<file path="src/hw/pot_link_pkg.sv">
// Shared constants and types for the potentiometer serial frame port
package pot_link_pkg;
  localparam int FRAME_BITS = 24;
  localparam int CMD_MSB = 23;
  localparam int CMD_LSB = 20;
  localparam int ADDR_MSB = 19;
  localparam int ADDR_LSB = 16;
  localparam int DATA_MSB = 15;
  localparam int WIPER_BITS = 10;
  localparam int NV_WORDS = 16;
  localparam logic [3:0] WIPER_POSITION_OFFSET = 4'h0;
  localparam logic [9:0] WIPER_MIDSCALE = 10'h200;
  localparam logic [15:0] NV_SLOT0_RESET = 16'h0200;
  localparam logic [15:0] NV_SLOT1_RESET = 16'h0003;
  // Store time in microseconds and its cycle count at 20 MHz
  localparam int STORE_TIME_US = 25000;
  localparam int CLK_MHZ = 20;
  localparam int STORE_CYCLES = STORE_TIME_US * CLK_MHZ;
  localparam int DONE_PULSE_CYCLES = 4;
  localparam int LINK_DIV = 4;
  // Host register offsets
  localparam logic [11:0] REG_CTRL = 12'h000;
  localparam logic [11:0] REG_TXFRAME = 12'h004;
  localparam logic [11:0] REG_RXFRAME = 12'h008;
  localparam logic [11:0] REG_STATUS = 12'h00C;
  localparam logic [11:0] REG_CONFIG = 12'h010;
  typedef enum logic [3:0] {
    CMD_NOP = 4'h0, CMD_RESTORE = 4'h1, CMD_STORE_WIPER = 4'h2, CMD_STORE_DATA = 4'h3,
    CMD_DEC6_A = 4'h4, CMD_DEC6_B = 4'h5, CMD_DEC1_A = 4'h6, CMD_DEC1_B = 4'h7,
    CMD_RESET = 4'h8, CMD_READ_NV = 4'h9, CMD_READ_WIPER = 4'hA, CMD_WRITE_WIPER = 4'hB,
    CMD_INC6_A = 4'hC, CMD_INC6_B = 4'hD, CMD_INC1_A = 4'hE, CMD_INC1_B = 4'hF
  } command_field_t;
endpackage

</file>
<file path="src/hw/pot_link_if.sv">
// Five-wire serial link between host and potentiometer
`timescale 1ns/1ps
interface pot_link_if;
  logic link_clk;
  logic chip_sel_n;
  logic serial_in;
  logic serial_out_o;
  logic serial_out_oe;
  logic store_done_n;
  // Open-drain line with an external pull-up
  wire serial_out_line = serial_out_oe ? serial_out_o : 1'b1;
  modport device (input link_clk, input chip_sel_n, input serial_in,
                  output serial_out_o, output serial_out_oe, output store_done_n);
  modport host (output link_clk, output chip_sel_n, output serial_in,
                input serial_out_line, input store_done_n);
endinterface

</file>
<file path="src/hw/pot_frame_device.sv">
// Potentiometer end of the serial frame port
`timescale 1ns/1ps
// How it works
// - 24-bit frames shifted MSB first
// - Host keeps select low for whole frame
// - Act only on select rising
// - Command, address, data select operation
// - Command top nibble, address next nibble
// - Wiper uses 10 bits, store 16
// - Bit counter frames of 24
// - Bare select pulse repeats previous command
// - Count not multiple of 24 discards
// - Modes 0 and 3 both supported
// - Readback of wiper or stored word
// - Other commands pass bits down chain
// - Serial output open-drain
// - Chain of two needs 48 bits
// - Host holds select until chain loaded
// - Wiper loaded from store at power-on
// - Two latched outputs, default one
// - Output shifts last 24 bits, readback
// - Store 25 ms, locked, done pulses low
// - Command 11 writes wiper, 2 stores
module pot_frame_device
  import pot_link_pkg::*;
#(
  parameter int STORE_WAIT = pot_link_pkg::STORE_CYCLES
)(
  // Clock and reset
  input wire logic ref_clk_in,
  input wire logic srst_in,
  // Link
  pot_link_if.device link,
  // User side
  output logic [9:0] wiper_position_out,
  output logic latched_output_one_out,
  output logic latched_output_two_out,
  output logic busy_out
);
  import pot_link_pkg::*;
  initial
  begin
    if (STORE_WAIT < 1)
      $error("STORE_WAIT must be positive");
  end
  logic [2:0] clk_s, cs_s;
  logic [1:0] din_s;
  logic [23:0] shift_reg;
  logic [5:0] bit_cnt;
  logic edge_seen;
  logic [23:0] last_frame;
  logic last_valid;
  logic [9:0] wiper_position_register;
  logic [15:0] nonvolatile_store [NV_WORDS];
  logic [15:0] next_nv_word;
  logic powered;
  logic [31:0] store_cnt;
  logic [2:0] done_cnt;
  logic so_low;
  logic [3:0] store_addr;
  // Edges only from the second and third stages
  wire clk_rise = clk_s[1] & ~clk_s[2];
  wire clk_fall = ~clk_s[1] & clk_s[2];
  wire cs_rise = cs_s[1] & ~cs_s[2];
  wire cs_low = ~cs_s[1];
  wire storing = store_cnt != 32'h0;
  wire [3:0] cmd = shift_reg[CMD_MSB:CMD_LSB];
  wire [3:0] addr = shift_reg[ADDR_MSB:ADDR_LSB];
  wire [15:0] data = shift_reg[DATA_MSB:0];
  wire bare_pulse = cs_rise && !edge_seen && bit_cnt == 6'h0;
  wire whole_frame = cs_rise && edge_seen && bit_cnt == 6'h0;
  wire [23:0] exec_frame = bare_pulse ? last_frame : shift_reg;
  wire exec = !storing && ((whole_frame) || (bare_pulse && last_valid && powered));
  wire [3:0] ecmd = exec_frame[CMD_MSB:CMD_LSB];
  wire [3:0] eaddr = exec_frame[ADDR_MSB:ADDR_LSB];
  wire [15:0] edata = exec_frame[DATA_MSB:0];
  wire [9:0] w = wiper_position_register;
  wire [9:0] w_inc1 = (w == 10'h3FF) ? w : w + 10'h001;
  wire [9:0] w_dec1 = (w == 10'h000) ? w : w - 10'h001;
  wire [9:0] w_inc6 = w[9] ? 10'h3FF : {w[8:0], 1'b0};
  wire [9:0] w_dec6 = {1'b0, w[9:1]};
  logic [9:0] next_wiper;
  always_comb
  begin
    next_wiper = w;
    unique case (ecmd)
      CMD_RESTORE, CMD_RESET: next_wiper = nonvolatile_store[0][WIPER_BITS-1:0];
      CMD_WRITE_WIPER: next_wiper = (eaddr == WIPER_POSITION_OFFSET) ? edata[WIPER_BITS-1:0] : w;
      CMD_DEC6_A, CMD_DEC6_B: next_wiper = w_dec6;
      CMD_DEC1_A, CMD_DEC1_B: next_wiper = w_dec1;
      CMD_INC6_A, CMD_INC6_B: next_wiper = w_inc6;
      CMD_INC1_A, CMD_INC1_B: next_wiper = w_inc1;
      default: next_wiper = w;
    endcase
  end
  // Stored word for commands 2 and 3
  assign next_nv_word = (ecmd == CMD_STORE_WIPER) ? {6'h00, w} : edata;
  wire starts_store = exec && (ecmd == CMD_STORE_WIPER ||
                      (ecmd == CMD_STORE_DATA && eaddr != 4'h0));
  always_ff @(posedge ref_clk_in)
  begin
    clk_s <= {clk_s[1:0], link.link_clk};
    cs_s <= {cs_s[1:0], link.chip_sel_n};
    din_s <= {din_s[0], link.serial_in};
  end
  // Frame capture; shift register stays locked while storing
  always_ff @(posedge ref_clk_in)
  begin
    if (srst_in)
    begin
      shift_reg <= 24'h000000;
      bit_cnt <= 6'h0;
      edge_seen <= 1'b0;
    end
    else if (cs_low && clk_rise && !storing)
    begin
      shift_reg <= {shift_reg[22:0], din_s[1]};
      bit_cnt <= (bit_cnt == 6'(FRAME_BITS - 1)) ? 6'h0 : bit_cnt + 6'h1;
      edge_seen <= 1'b1;
    end
    else if (cs_rise)
    begin
      bit_cnt <= 6'h0;
      edge_seen <= 1'b0;
      // Readback loads the requested word into the data bytes
      if (exec && ecmd == CMD_READ_WIPER)
        shift_reg <= {exec_frame[23:16], 6'h00, w};
      else if (exec && ecmd == CMD_READ_NV)
        shift_reg <= {exec_frame[23:16], nonvolatile_store[eaddr]};
    end
  end
  // A frame with a miscount is dropped rather than executed
  always_ff @(posedge ref_clk_in)
  begin
    if (srst_in)
    begin
      wiper_position_register <= WIPER_MIDSCALE;
      powered <= 1'b0;
      last_frame <= 24'h000000;
      last_valid <= 1'b0;
      store_cnt <= 32'h0;
      done_cnt <= 3'h0;
      store_addr <= 4'h0;
      for (int i = 0; i < NV_WORDS; i++)
        nonvolatile_store[i] <= (i == 1) ? NV_SLOT1_RESET : ((i == 0) ? NV_SLOT0_RESET : 16'h0000);
    end
    else
    begin
      if (!powered)
      begin
        wiper_position_register <= nonvolatile_store[0][WIPER_BITS-1:0];
        powered <= 1'b1;
      end
      else if (exec)
        wiper_position_register <= next_wiper;
      if (whole_frame && !storing)
      begin
        last_frame <= shift_reg;
        last_valid <= 1'b1;
      end
      if (starts_store)
      begin
        store_cnt <= 32'(STORE_WAIT);
        store_addr <= (ecmd == CMD_STORE_WIPER) ? 4'h0 : eaddr;
        nonvolatile_store[(ecmd == CMD_STORE_WIPER) ? 4'h0 : eaddr] <= next_nv_word;
      end
      else if (storing)
      begin
        store_cnt <= store_cnt - 32'h1;
        if (store_cnt == 32'h1)
          done_cnt <= 3'(DONE_PULSE_CYCLES);
      end
      if (done_cnt != 3'h0)
        done_cnt <= done_cnt - 3'h1;
    end
  end
  // Output bit changes on the falling link edge
  always_ff @(posedge ref_clk_in)
  begin
    if (srst_in)
      so_low <= 1'b0;
    else if (!cs_low)
      so_low <= 1'b0;
    else if (clk_fall || (cs_low && !edge_seen))
      so_low <= ~shift_reg[23];
  end
  always_ff @(posedge ref_clk_in)
  begin
    if (srst_in)
    begin
      link.serial_out_o <= 1'b0;
      link.serial_out_oe <= 1'b0;
      link.store_done_n <= 1'b1;
      wiper_position_out <= WIPER_MIDSCALE;
      latched_output_one_out <= 1'b1;
      latched_output_two_out <= 1'b1;
      busy_out <= 1'b0;
    end
    else
    begin
      link.serial_out_o <= 1'b0;
      link.serial_out_oe <= so_low && cs_low;
      link.store_done_n <= (done_cnt == 3'h0);
      wiper_position_out <= wiper_position_register;
      latched_output_one_out <= nonvolatile_store[1][0];
      latched_output_two_out <= nonvolatile_store[1][1];
      busy_out <= storing;
    end
  end
  wire unused_ok = ^{addr, data, store_addr};
endmodule

</file>
<file path="src/flat_wrapper.sv">
// flat-port wrapper written by rule: the top's interface ports become plain ports
module pot_frame_device_flat import pot_link_pkg::*;
#(
  parameter int STORE_WAIT = pot_link_pkg::STORE_CYCLES
)
  (ref_clk_in, srst_in, wiper_position_out, latched_output_one_out, latched_output_two_out, busy_out, link_link_clk, link_chip_sel_n, link_serial_in, link_serial_out_o, link_serial_out_oe, link_store_done_n);
  pot_link_if link_i ();
  input wire logic ref_clk_in;
  input wire logic srst_in;
  output logic [9:0] wiper_position_out;
  output logic latched_output_one_out;
  output logic latched_output_two_out;
  output logic busy_out;
  input wire logic [$bits(link_i.link_clk)-1:0] link_link_clk;
  input wire logic [$bits(link_i.chip_sel_n)-1:0] link_chip_sel_n;
  input wire logic [$bits(link_i.serial_in)-1:0] link_serial_in;
  output wire logic [$bits(link_i.serial_out_o)-1:0] link_serial_out_o;
  output wire logic [$bits(link_i.serial_out_oe)-1:0] link_serial_out_oe;
  output wire logic [$bits(link_i.store_done_n)-1:0] link_store_done_n;
  assign link_i.link_clk = link_link_clk;
  assign link_i.chip_sel_n = link_chip_sel_n;
  assign link_i.serial_in = link_serial_in;
  assign link_serial_out_o = link_i.serial_out_o;
  assign link_serial_out_oe = link_i.serial_out_oe;
  assign link_store_done_n = link_i.store_done_n;
  pot_frame_device #(.STORE_WAIT(STORE_WAIT)) u_core (.ref_clk_in(ref_clk_in), .srst_in(srst_in), .link(link_i), .wiper_position_out(wiper_position_out), .latched_output_one_out(latched_output_one_out), .latched_output_two_out(latched_output_two_out), .busy_out(busy_out));
endmodule
</file>
<file path="config.mk">
export PLATFORM = sky130hd
export DESIGN_NAME = pot_frame_device_flat
export DESIGN_NICKNAME = d
export VERILOG_FILES = /design/src/hw/pot_link_pkg.sv /design/src/hw/pot_link_if.sv /design/src/hw/pot_frame_device.sv /design/src/flat_wrapper.sv
export SDC_FILE = /design/constraint.sdc
export NUM_CORES = 1
export LEC_CHECK = 0
export BUFFER_PORTS_ARGS = -buffer_cell sky130_fd_sc_hd__clkbuf_2
export CORE_AREA = 4 4 149 223
export CTS_CLUSTER_SIZE = 12
export DETAILED_ROUTE_END_ITERATION = 8
export DIE_AREA = 0 0 153 227
export GPL_TIMING_DRIVEN = 0
export HOLD_SLACK_MARGIN = 0.03
export PLACE_DENSITY = 0.76
export SYNTH_ARGS = -nofsm -noshare
export SYNTH_HDL_FRONTEND = slang
export SYNTH_SLANG_ARGS = --single-unit
</file>
<file path="constraint.sdc">
create_clock -name ref_clk_in -period 6.2 [get_ports ref_clk_in]
set_input_delay 1.24 -clock ref_clk_in [delete_from_list [all_inputs] [get_ports ref_clk_in]]
set_output_delay 1.24 -clock ref_clk_in [all_outputs]
set_load 0.05 [all_outputs]
</file>
==> summary.md, run 1 <==
| Metric | Value |
|---|---|
| Num ports | `21` |
| Critical Path Start Type | `flop` |
| Finished Cell Area | `20600 sq um` |
| WP data required | `6.37 ns` |
| Via count | `16300` |
| Postcts setup bufs | `0` |
| Placed Area | `19400 sq um` |
| Post-Synthesis Cells | `1940` |
| Final WL | `63800 um` |
| Root buffer cell | `clkbuf_16` |
| Crit end category | `flop` |
| Post-synth EDFFs | `256` |
| Post-DP HPWL | `45500 um` |
| Htree depth | `2` |
| Fillers | `2515` |
| All-Layer GR Usage | `35.8%` |
| CTS buffer count | `39` |
| Post-synthesis sequential area ratio | `54.3%` |
| Mapped cell area | `18800 sq um` |
| Shortest period the worst path allows | `4.80 ns` |
| Hold Crit Class | `flop to flop` |
| Setup ws final | `1.40 ns` |
| Die height | `227 um` |
| First-pass GRT wire length | `94000 um` |
| Largest net degree at the start of global routing | `17` |
| Overflow after GRT | `0` |
| Power Density | `307 nW/um^2` |
| Final net count | `2019` |
| Placer Congestion | `1.03` |
| Fmax | `208 MHz` |
| Critical-path top delay cell | `nand2_1` |
| CTS tree | `built` |
| CP max stage delay | `0.67 ns` |
| Antenna cell count | `0` |
| Worst r2r path cells | `10` |
| Final setup violation count | `0` |
| Final Cycle Share | `77.4%` |
| Skew-Pair Late Insertion Delay | `0.55 ns` |
| Via-per-instance ratio | `6.68` |
| CP bufs+invs | `5` |
| Rows | `79` |
| Gate power share | `17.2%` |
| Reg area | `10200 sq um` |
| Top flop regs | `u_core.nonvolatile_store (256), u_core.store_cnt (32)` |
| Sw Pwr | `0.00183 W` |
| Leakage power | `7.09 nW` |
| Post-CTS resize count | `0` |
| Actual slew at the worst max-slew pin | `1.33 ns` |
| Antenna-violating nets left | `0` |
| Hold endpoint | `u_core.din_s[1]` |
| Pre-CTS WS | `1.62 ns` |
| Main flop type after synthesis | `edfxtp_1` |
| Max-cap violations | `0` |
| Final TNS setup | `0 ns` |
| Die ar. | `34700 sq um` |
| Chip width | `153 um` |
| CP delay by family, top | `simple AND/OR/NAND/NOR gates` |
| Antenna violations before repair | `0` |
| Vias in the first global route | `15800` |
| Starting Density | `60.6%` |
| WS Path Type | `flop to flop` |
| Reg2reg setup slack | `1.40 ns` |
| Hold Worst Slack | `0.325 ns` |
| Fraction of registers with async set/reset | `0%` |
| RSZ-0062 raised after global routing | `false` |
| Switching share of power | `28.9%` |
| Core Area | `31000 sq um` |
| Port Buffer Count | `19` |
| P&R area growth vs syn | `9.57%` |
| DR iter-0 viols | `1843` |
| #FFs+latches synth | `382` |
| Routed len/inst | `26.2 um` |
| Hold Path Depth | `0` |
| Remaining DRCs | `0` |
| HP Start | `u_core.din_s[0]` |
| Cell internal pwr | `0.00450 W` |
| Outcome | `complete, no violations` |
| WP data arrival | `4.97 ns` |
| Multi-input logic area | `7830 sq um` |
| Worst R2R Start | `u_core.cs_s[1]` |
| VDD IR max | `0.000223 V` |
| Syn_area_per_cell | `9.70 sq um` |
| TritonCTS Sinks | `382` |
| CP Max Fanout | `16` |
| Clock Path Buffers | `3` |
| YS warnings | `0` |
| Fin. Hold Viols | `0` |
| Pins Over Slew Limit | `0` |
| Sequential group share of total power | `47.5%` |
| Slew margin rel. | `10.2%` |
| RR Endpoint | `u_core.nonvolatile_store[1][10]` |
| Largest Register | `u_core.nonvolatile_store` |
| Max reg flops | `256` |
| 1st-pass router iterations | `6` |
| Skew final | `0.0145 ns` |
| Clk network pwr share | `35.4%` |
| Cell mode on critical path | `buf_2` |
| Cells along the critical path | `nor4b_4 -> buf_4 -> nand3_1 -> nand2_1 -> buf_2 -> buf_2 -> buf_4 -> nand4_1 -> buf_2 -> nand2_1` |
| Share of cells above drive strength 1 | `8.87%` |
| Clk slew on worst S/H paths | `0.06 ns` |
| Cts hold-fix bufs | `0` |
| Count of cell types in the netlist | `83` |
## cell usage after synthesis, types with 10 or more instances
library cell	n	area, sq um
mux2_2	20	225
buf_1	11	41.3
inv_1	22	82.6
a21oi_1	136	681
a22o_1	10	87.6
nand2_1	211	792
a211oi_1	17	128
nor3_1	18	90.1
and2_1	22	138
xnor2_1	24	210
a31oi_1	13	81.3
nor4_1	17	106
clkbuf_1	100	375
nand2b_1	12	75.1
a22oi_1	10	75.1
xor2_1	10	87.6
o21ai_0	103	515
nand3_1	114	571
a221oi_1	28	245
nor2_1	329	1230
buf_2	43	215
edfxtp_1	256	7690
dfxtp_1	126	2520
a32oi_1	18	158
mux2i_1	38	380
and3_1	29	181
nand4_1	22	138
o21ai_1	14	70.1
## logic make-up (layout without fill, tap and decap cells)
group | count (synthesis) | after routing | share of synthesized area [%]
AO/OA/AOI/OAI | 427 | 427 | 14.5
XOR/XNOR | 34 | 34 | 1.58
adder cells (fa/ha/maj) | 8 | 8 | 0.532
buffers and inverters | 185 | 269 | 4.22
flip-flops | 382 | 382 | 54.3
multiplexers | 59 | 59 | 3.30
other | 1 | 7 | 0.0199
AND/OR/NAND/NOR | 844 | 844 | 21.5
## cell usage in the layout (no fill, tap or decap), drive strengths merged, types with 9 or more instances in the layout
cell	n
clkbuf	180
nor2	330
and3	29
o21ai	119
a32oi	18
nor4	20
and2	23
a21oi	136
mux2i	38
a31oi	13
inv	23
mux2	21
xor2	10
nand2b	12
nor3	20
nand2	212
a22oi	10
edfxtp	256
a22o	10
dfxtp	126
buf	63
nand4	33
a211oi	17
nand3	117
xnor2	24
o22ai	9
a221oi	28
## cell type report
class                      instances  share of cell area, %
clock inverter                     4                  0.176
inverter                          22                  0.401
multi-input combinational       1379                   38.0
sequential                       382                   49.5
timing repair buffer              19                  0.461
tap                              405                   2.46
buffer                           163                   3.45
clock buffer                      61                   5.53
## stage by stage
| step | power, W | std cells | utilization, % |
|---|---|---|---|
| 2_1_floorplan | 0.00381 | 1946 | - |
| 3_3_place_gp | 0.00408 | 2370 | 62.6 |
| 3_5_place_dp | 0.00412 | 2370 | 62.6 |
| 4_1_cts | 0.00631 | 2435 | 66.4 |
| 5_1_grt | 0.00653 | 2435 | 66.4 |
| 6_report | 0.00633 | 2435 | 66.4 |
## layer usage
layer	GRT usage [%]	routed length (um)	up-vias
li1	-	-	7170
met1	39.5	20800	7756
met2	60.6	30700	1039
met3	6.60	5900	302
met4	29.1	6300	0
met5	0	0	-
## power by group through the flow
stage	Clock, W	Sequential [W]	Combinational [W]
after detailed placement	0	0.00305	0.00106
after CTS	0.00224	0.00300	0.00107
after global routing	0.00233	0.00302	0.00118
after global placement	0	0.00304	0.00104
after floorplan	0	0.00304	0.000766
final	0.00224	0.00301	0.00109
## worst max-delay path by stage
stage	from	to	slack, ns	cells after the start
global placement	u_core.cs_s[1]	u_core.nonvolatile_store[1][7]	1.71	10
detailed placement	u_core.cs_s[1]	u_core.nonvolatile_store[1][7]	1.62	10
finish	u_core.cs_s[1]	u_core.nonvolatile_store[1][10]	1.40	10
global route	u_core.cs_s[1]	u_core.nonvolatile_store[1][6]	1.36	10
floorplan	u_core.bit_cnt[0]	u_core.nonvolatile_store[14][0]	2.94	13
CTS	u_core.cs_s[1]	u_core.nonvolatile_store[1][9]	1.58	10
Power figures use the tool's default switching activity.
==> run 2: changes to the inputs <==
==> constraint.sdc (replaced) <==
create_clock -name ref_clk_in -period 4.67 [get_ports ref_clk_in]
set_input_delay 0.934 -clock ref_clk_in [delete_from_list [all_inputs] [get_ports ref_clk_in]]
set_output_delay 0.934 -clock ref_clk_in [all_outputs]
set_load 0.05 [all_outputs]
==> summary.md, run 2 (synthesis gave the netlist of run 1 again) <==
| Metric | Value |
|---|---|
| Hold Crit Class | `flop to flop (unchanged)` |
| Vias in the first global route | `15800 (unchanged)` |
| Die ar. | `34700 sq um (unchanged)` |
| Postcts setup bufs | `0 (unchanged)` |
| Final Cycle Share | `98.0% (was 77.4%)` |
| Largest Register | `u_core.nonvolatile_store (unchanged)` |
| TritonCTS Sinks | `382 (unchanged)` |
| CTS buffer count | `39 (unchanged)` |
| Placed Area | `19400 sq um (unchanged)` |
| Max-cap violations | `0 (unchanged)` |
| Htree depth | `2 (unchanged)` |
| Finished Cell Area | `20600 sq um (about the same)` |
| Commonest non-fill, non-tap cell in the layout | `nor2_1 (unchanged)` |
| CP Max Fanout | `16 (unchanged)` |
| Antenna-violating nets left | `0 (unchanged)` |
| P&R area growth vs syn | `9.63% (was 9.57%)` |
| Critical Path Start Type | `flop (unchanged)` |
| Fillers | `2510 (was 2515)` |
| Slew margin rel. | `6.34% (was 10.2%)` |
| CTS tree | `built (unchanged)` |
| Total power | `0.00841 W (was 0.00633 W)` |
| Setup ws final | `0.0913 ns (was 1.40 ns)` |
| DR iter-0 viols | `1899 (was 1843)` |
| Max reg flops | `256 (unchanged)` |
| Fin. Hold Viols | `0 (unchanged)` |
| Root buffer cell | `clkbuf_16 (unchanged)` |
| Routed len/inst | `26.2 um (about the same)` |
| Power Density | `408 nW/um^2 (was 307 nW/um^2)` |
| RSZ-0062 raised after global routing | `false (unchanged)` |
| Top flop regs | `u_core.nonvolatile_store (256), u_core.store_cnt (32) (unchanged)` |
| Port Buffer Count | `19 (unchanged)` |
| Largest net degree at the start of global routing | `17 (unchanged)` |
| Most frequent cells in the layout | `nor2_1 (329), edfxtp_1 (256), nand2_1 (208) (was nor2_1 (329), edfxtp_1 (256), nand2_1 (211))` |
| Pins Over Slew Limit | `0 (unchanged)` |
| Clk slew on worst S/H paths | `0.06 ns (about the same)` |
| WP data arrival | `4.75 ns (was 4.97 ns)` |
| Antenna violations before repair | `0 (unchanged)` |
| VDD IR max | `0.000294 V (was 0.000223 V)` |
| Leakage power | `7.10 nW (was 7.09 nW)` |
| Shortest period the worst path allows | `4.58 ns (was 4.80 ns)` |
| Die height | `227 um (unchanged)` |
| WP data required | `4.84 ns (was 6.37 ns)` |
| Starting Density | `60.6% (unchanged)` |
| Chip width | `153 um (unchanged)` |
| First-pass GRT wire length | `94000 um (unchanged)` |
| Reg area | `10200 sq um (unchanged)` |
| Cts hold-fix bufs | `0 (unchanged)` |
| Final WL | `63800 um (about the same)` |
| Actual slew at the worst max-slew pin | `1.39 ns (was 1.33 ns)` |
| Via count | `16300 (about the same)` |
| Fmax | `218 MHz (was 208 MHz)` |
| WS Path Type | `flop to flop (unchanged)` |
| Final TNS setup | `0 ns (unchanged)` |
| Fin util | `66.5% (was 66.4%)` |
| Rows | `79 (unchanged)` |
| Outcome | `complete, no violations (unchanged)` |
| Post-CTS resize count | `0 (unchanged)` |
| Pre-CTS WS | `0.0948 ns (was 1.62 ns)` |
| Post-DP HPWL | `45500 um (unchanged)` |
| Final net count | `2019 (unchanged)` |
| Crit end category | `flop (unchanged)` |
| Final setup violation count | `0 (unchanged)` |
| Antenna cell count | `0 (unchanged)` |
| All-Layer GR Usage | `35.8% (unchanged)` |
| Core Area | `31000 sq um (unchanged)` |
| Clock Path Buffers | `3 (unchanged)` |
| Remaining DRCs | `0 (unchanged)` |
| Via-per-instance ratio | `6.70 (was 6.68)` |
| Share of cells above drive strength 1 | `9.06% (was 8.87%)` |
| Skew final | `0.0160 ns (was 0.0145 ns)` |
| Skew-Pair Late Insertion Delay | `0.55 ns (about the same)` |
| Num ports | `21 (unchanged)` |
| Placer Congestion | `1.03 (unchanged)` |
| Overflow after GRT | `0 (unchanged)` |
| 1st-pass router iterations | `8 (was 6)` |
| Multi-input logic area | `7840 sq um (was 7830 sq um)` |
[run 2: changes by cell type in the layout (fill, tap and decap cells not counted)]
| cell | delta |
|---|---|
| a21boi_2 | +1 |
| a21boi_1 | -1 |
| nand2_1 | -3 |
| nand2_2 | +3 |
[run 2: final timing paths]
check                         start                             end  slack, ns  cells past startpoint
hold / removal      u_core.din_s[0]                 u_core.din_s[1]       0.33                      0
setup reg to reg  u_core.bit_cnt[0]  u_core.nonvolatile_store[6][0]       0.09                     11
hold reg to reg     u_core.din_s[0]                 u_core.din_s[1]       0.33                      0
setup / recovery  u_core.bit_cnt[0]  u_core.nonvolatile_store[6][0]       0.09                     11
[run 2: area by class of cell]
cell class | instances | share of cell area [%]
plain buffers | 163 | 3.45
clock buffers | 61 | 5.53
clock inverters | 4 | 0.176
inverters | 22 | 0.400
multi-input cells | 1379 | 38.0
flip-flops and latches | 382 | 49.5
well taps | 405 | 2.46
repair buffers | 19 | 0.461
[run 2: power breakdown]
part / internal, W / switching, W / total [W]
logic: 0.000489 / 0.000955 / 0.00144
clock network: 0.00167 / 0.00131 / 0.00298
registers: 0.00382 / 0.000173 / 0.00399
[run 2: per-stage QoR]
stage               cells  hold slack (ns)
global route         2435            0.335
global placement     2370            0.310
detailed placement   2370            0.312
CTS                  2435            0.325
finish               2435            0.325
floorplan            1946            0.310
[run 2: per-layer routing]
| layer | wire [um] | global-route usage, % |
|---|---|---|
| met2 | 30700 | 60.6 |
| met3 | 5860 | 6.60 |
| met5 | 0 | 0 |
| met1 | 20900 | 39.5 |
| met4 | 6410 | 29.1 |
[run 2: worst max-delay path, stage by stage (launching register included)]
cell	delay, ns
dfxtp_1	0.38
inv_1	0.07
ha_1	0.24
nor4b_2	0.19
buf_2	0.21
and3_1	0.20
clkbuf_1	0.36
nor2_1	0.53
clkbuf_1	0.72
nand4_4	0.32
buf_2	0.31
nand2_1	0.64
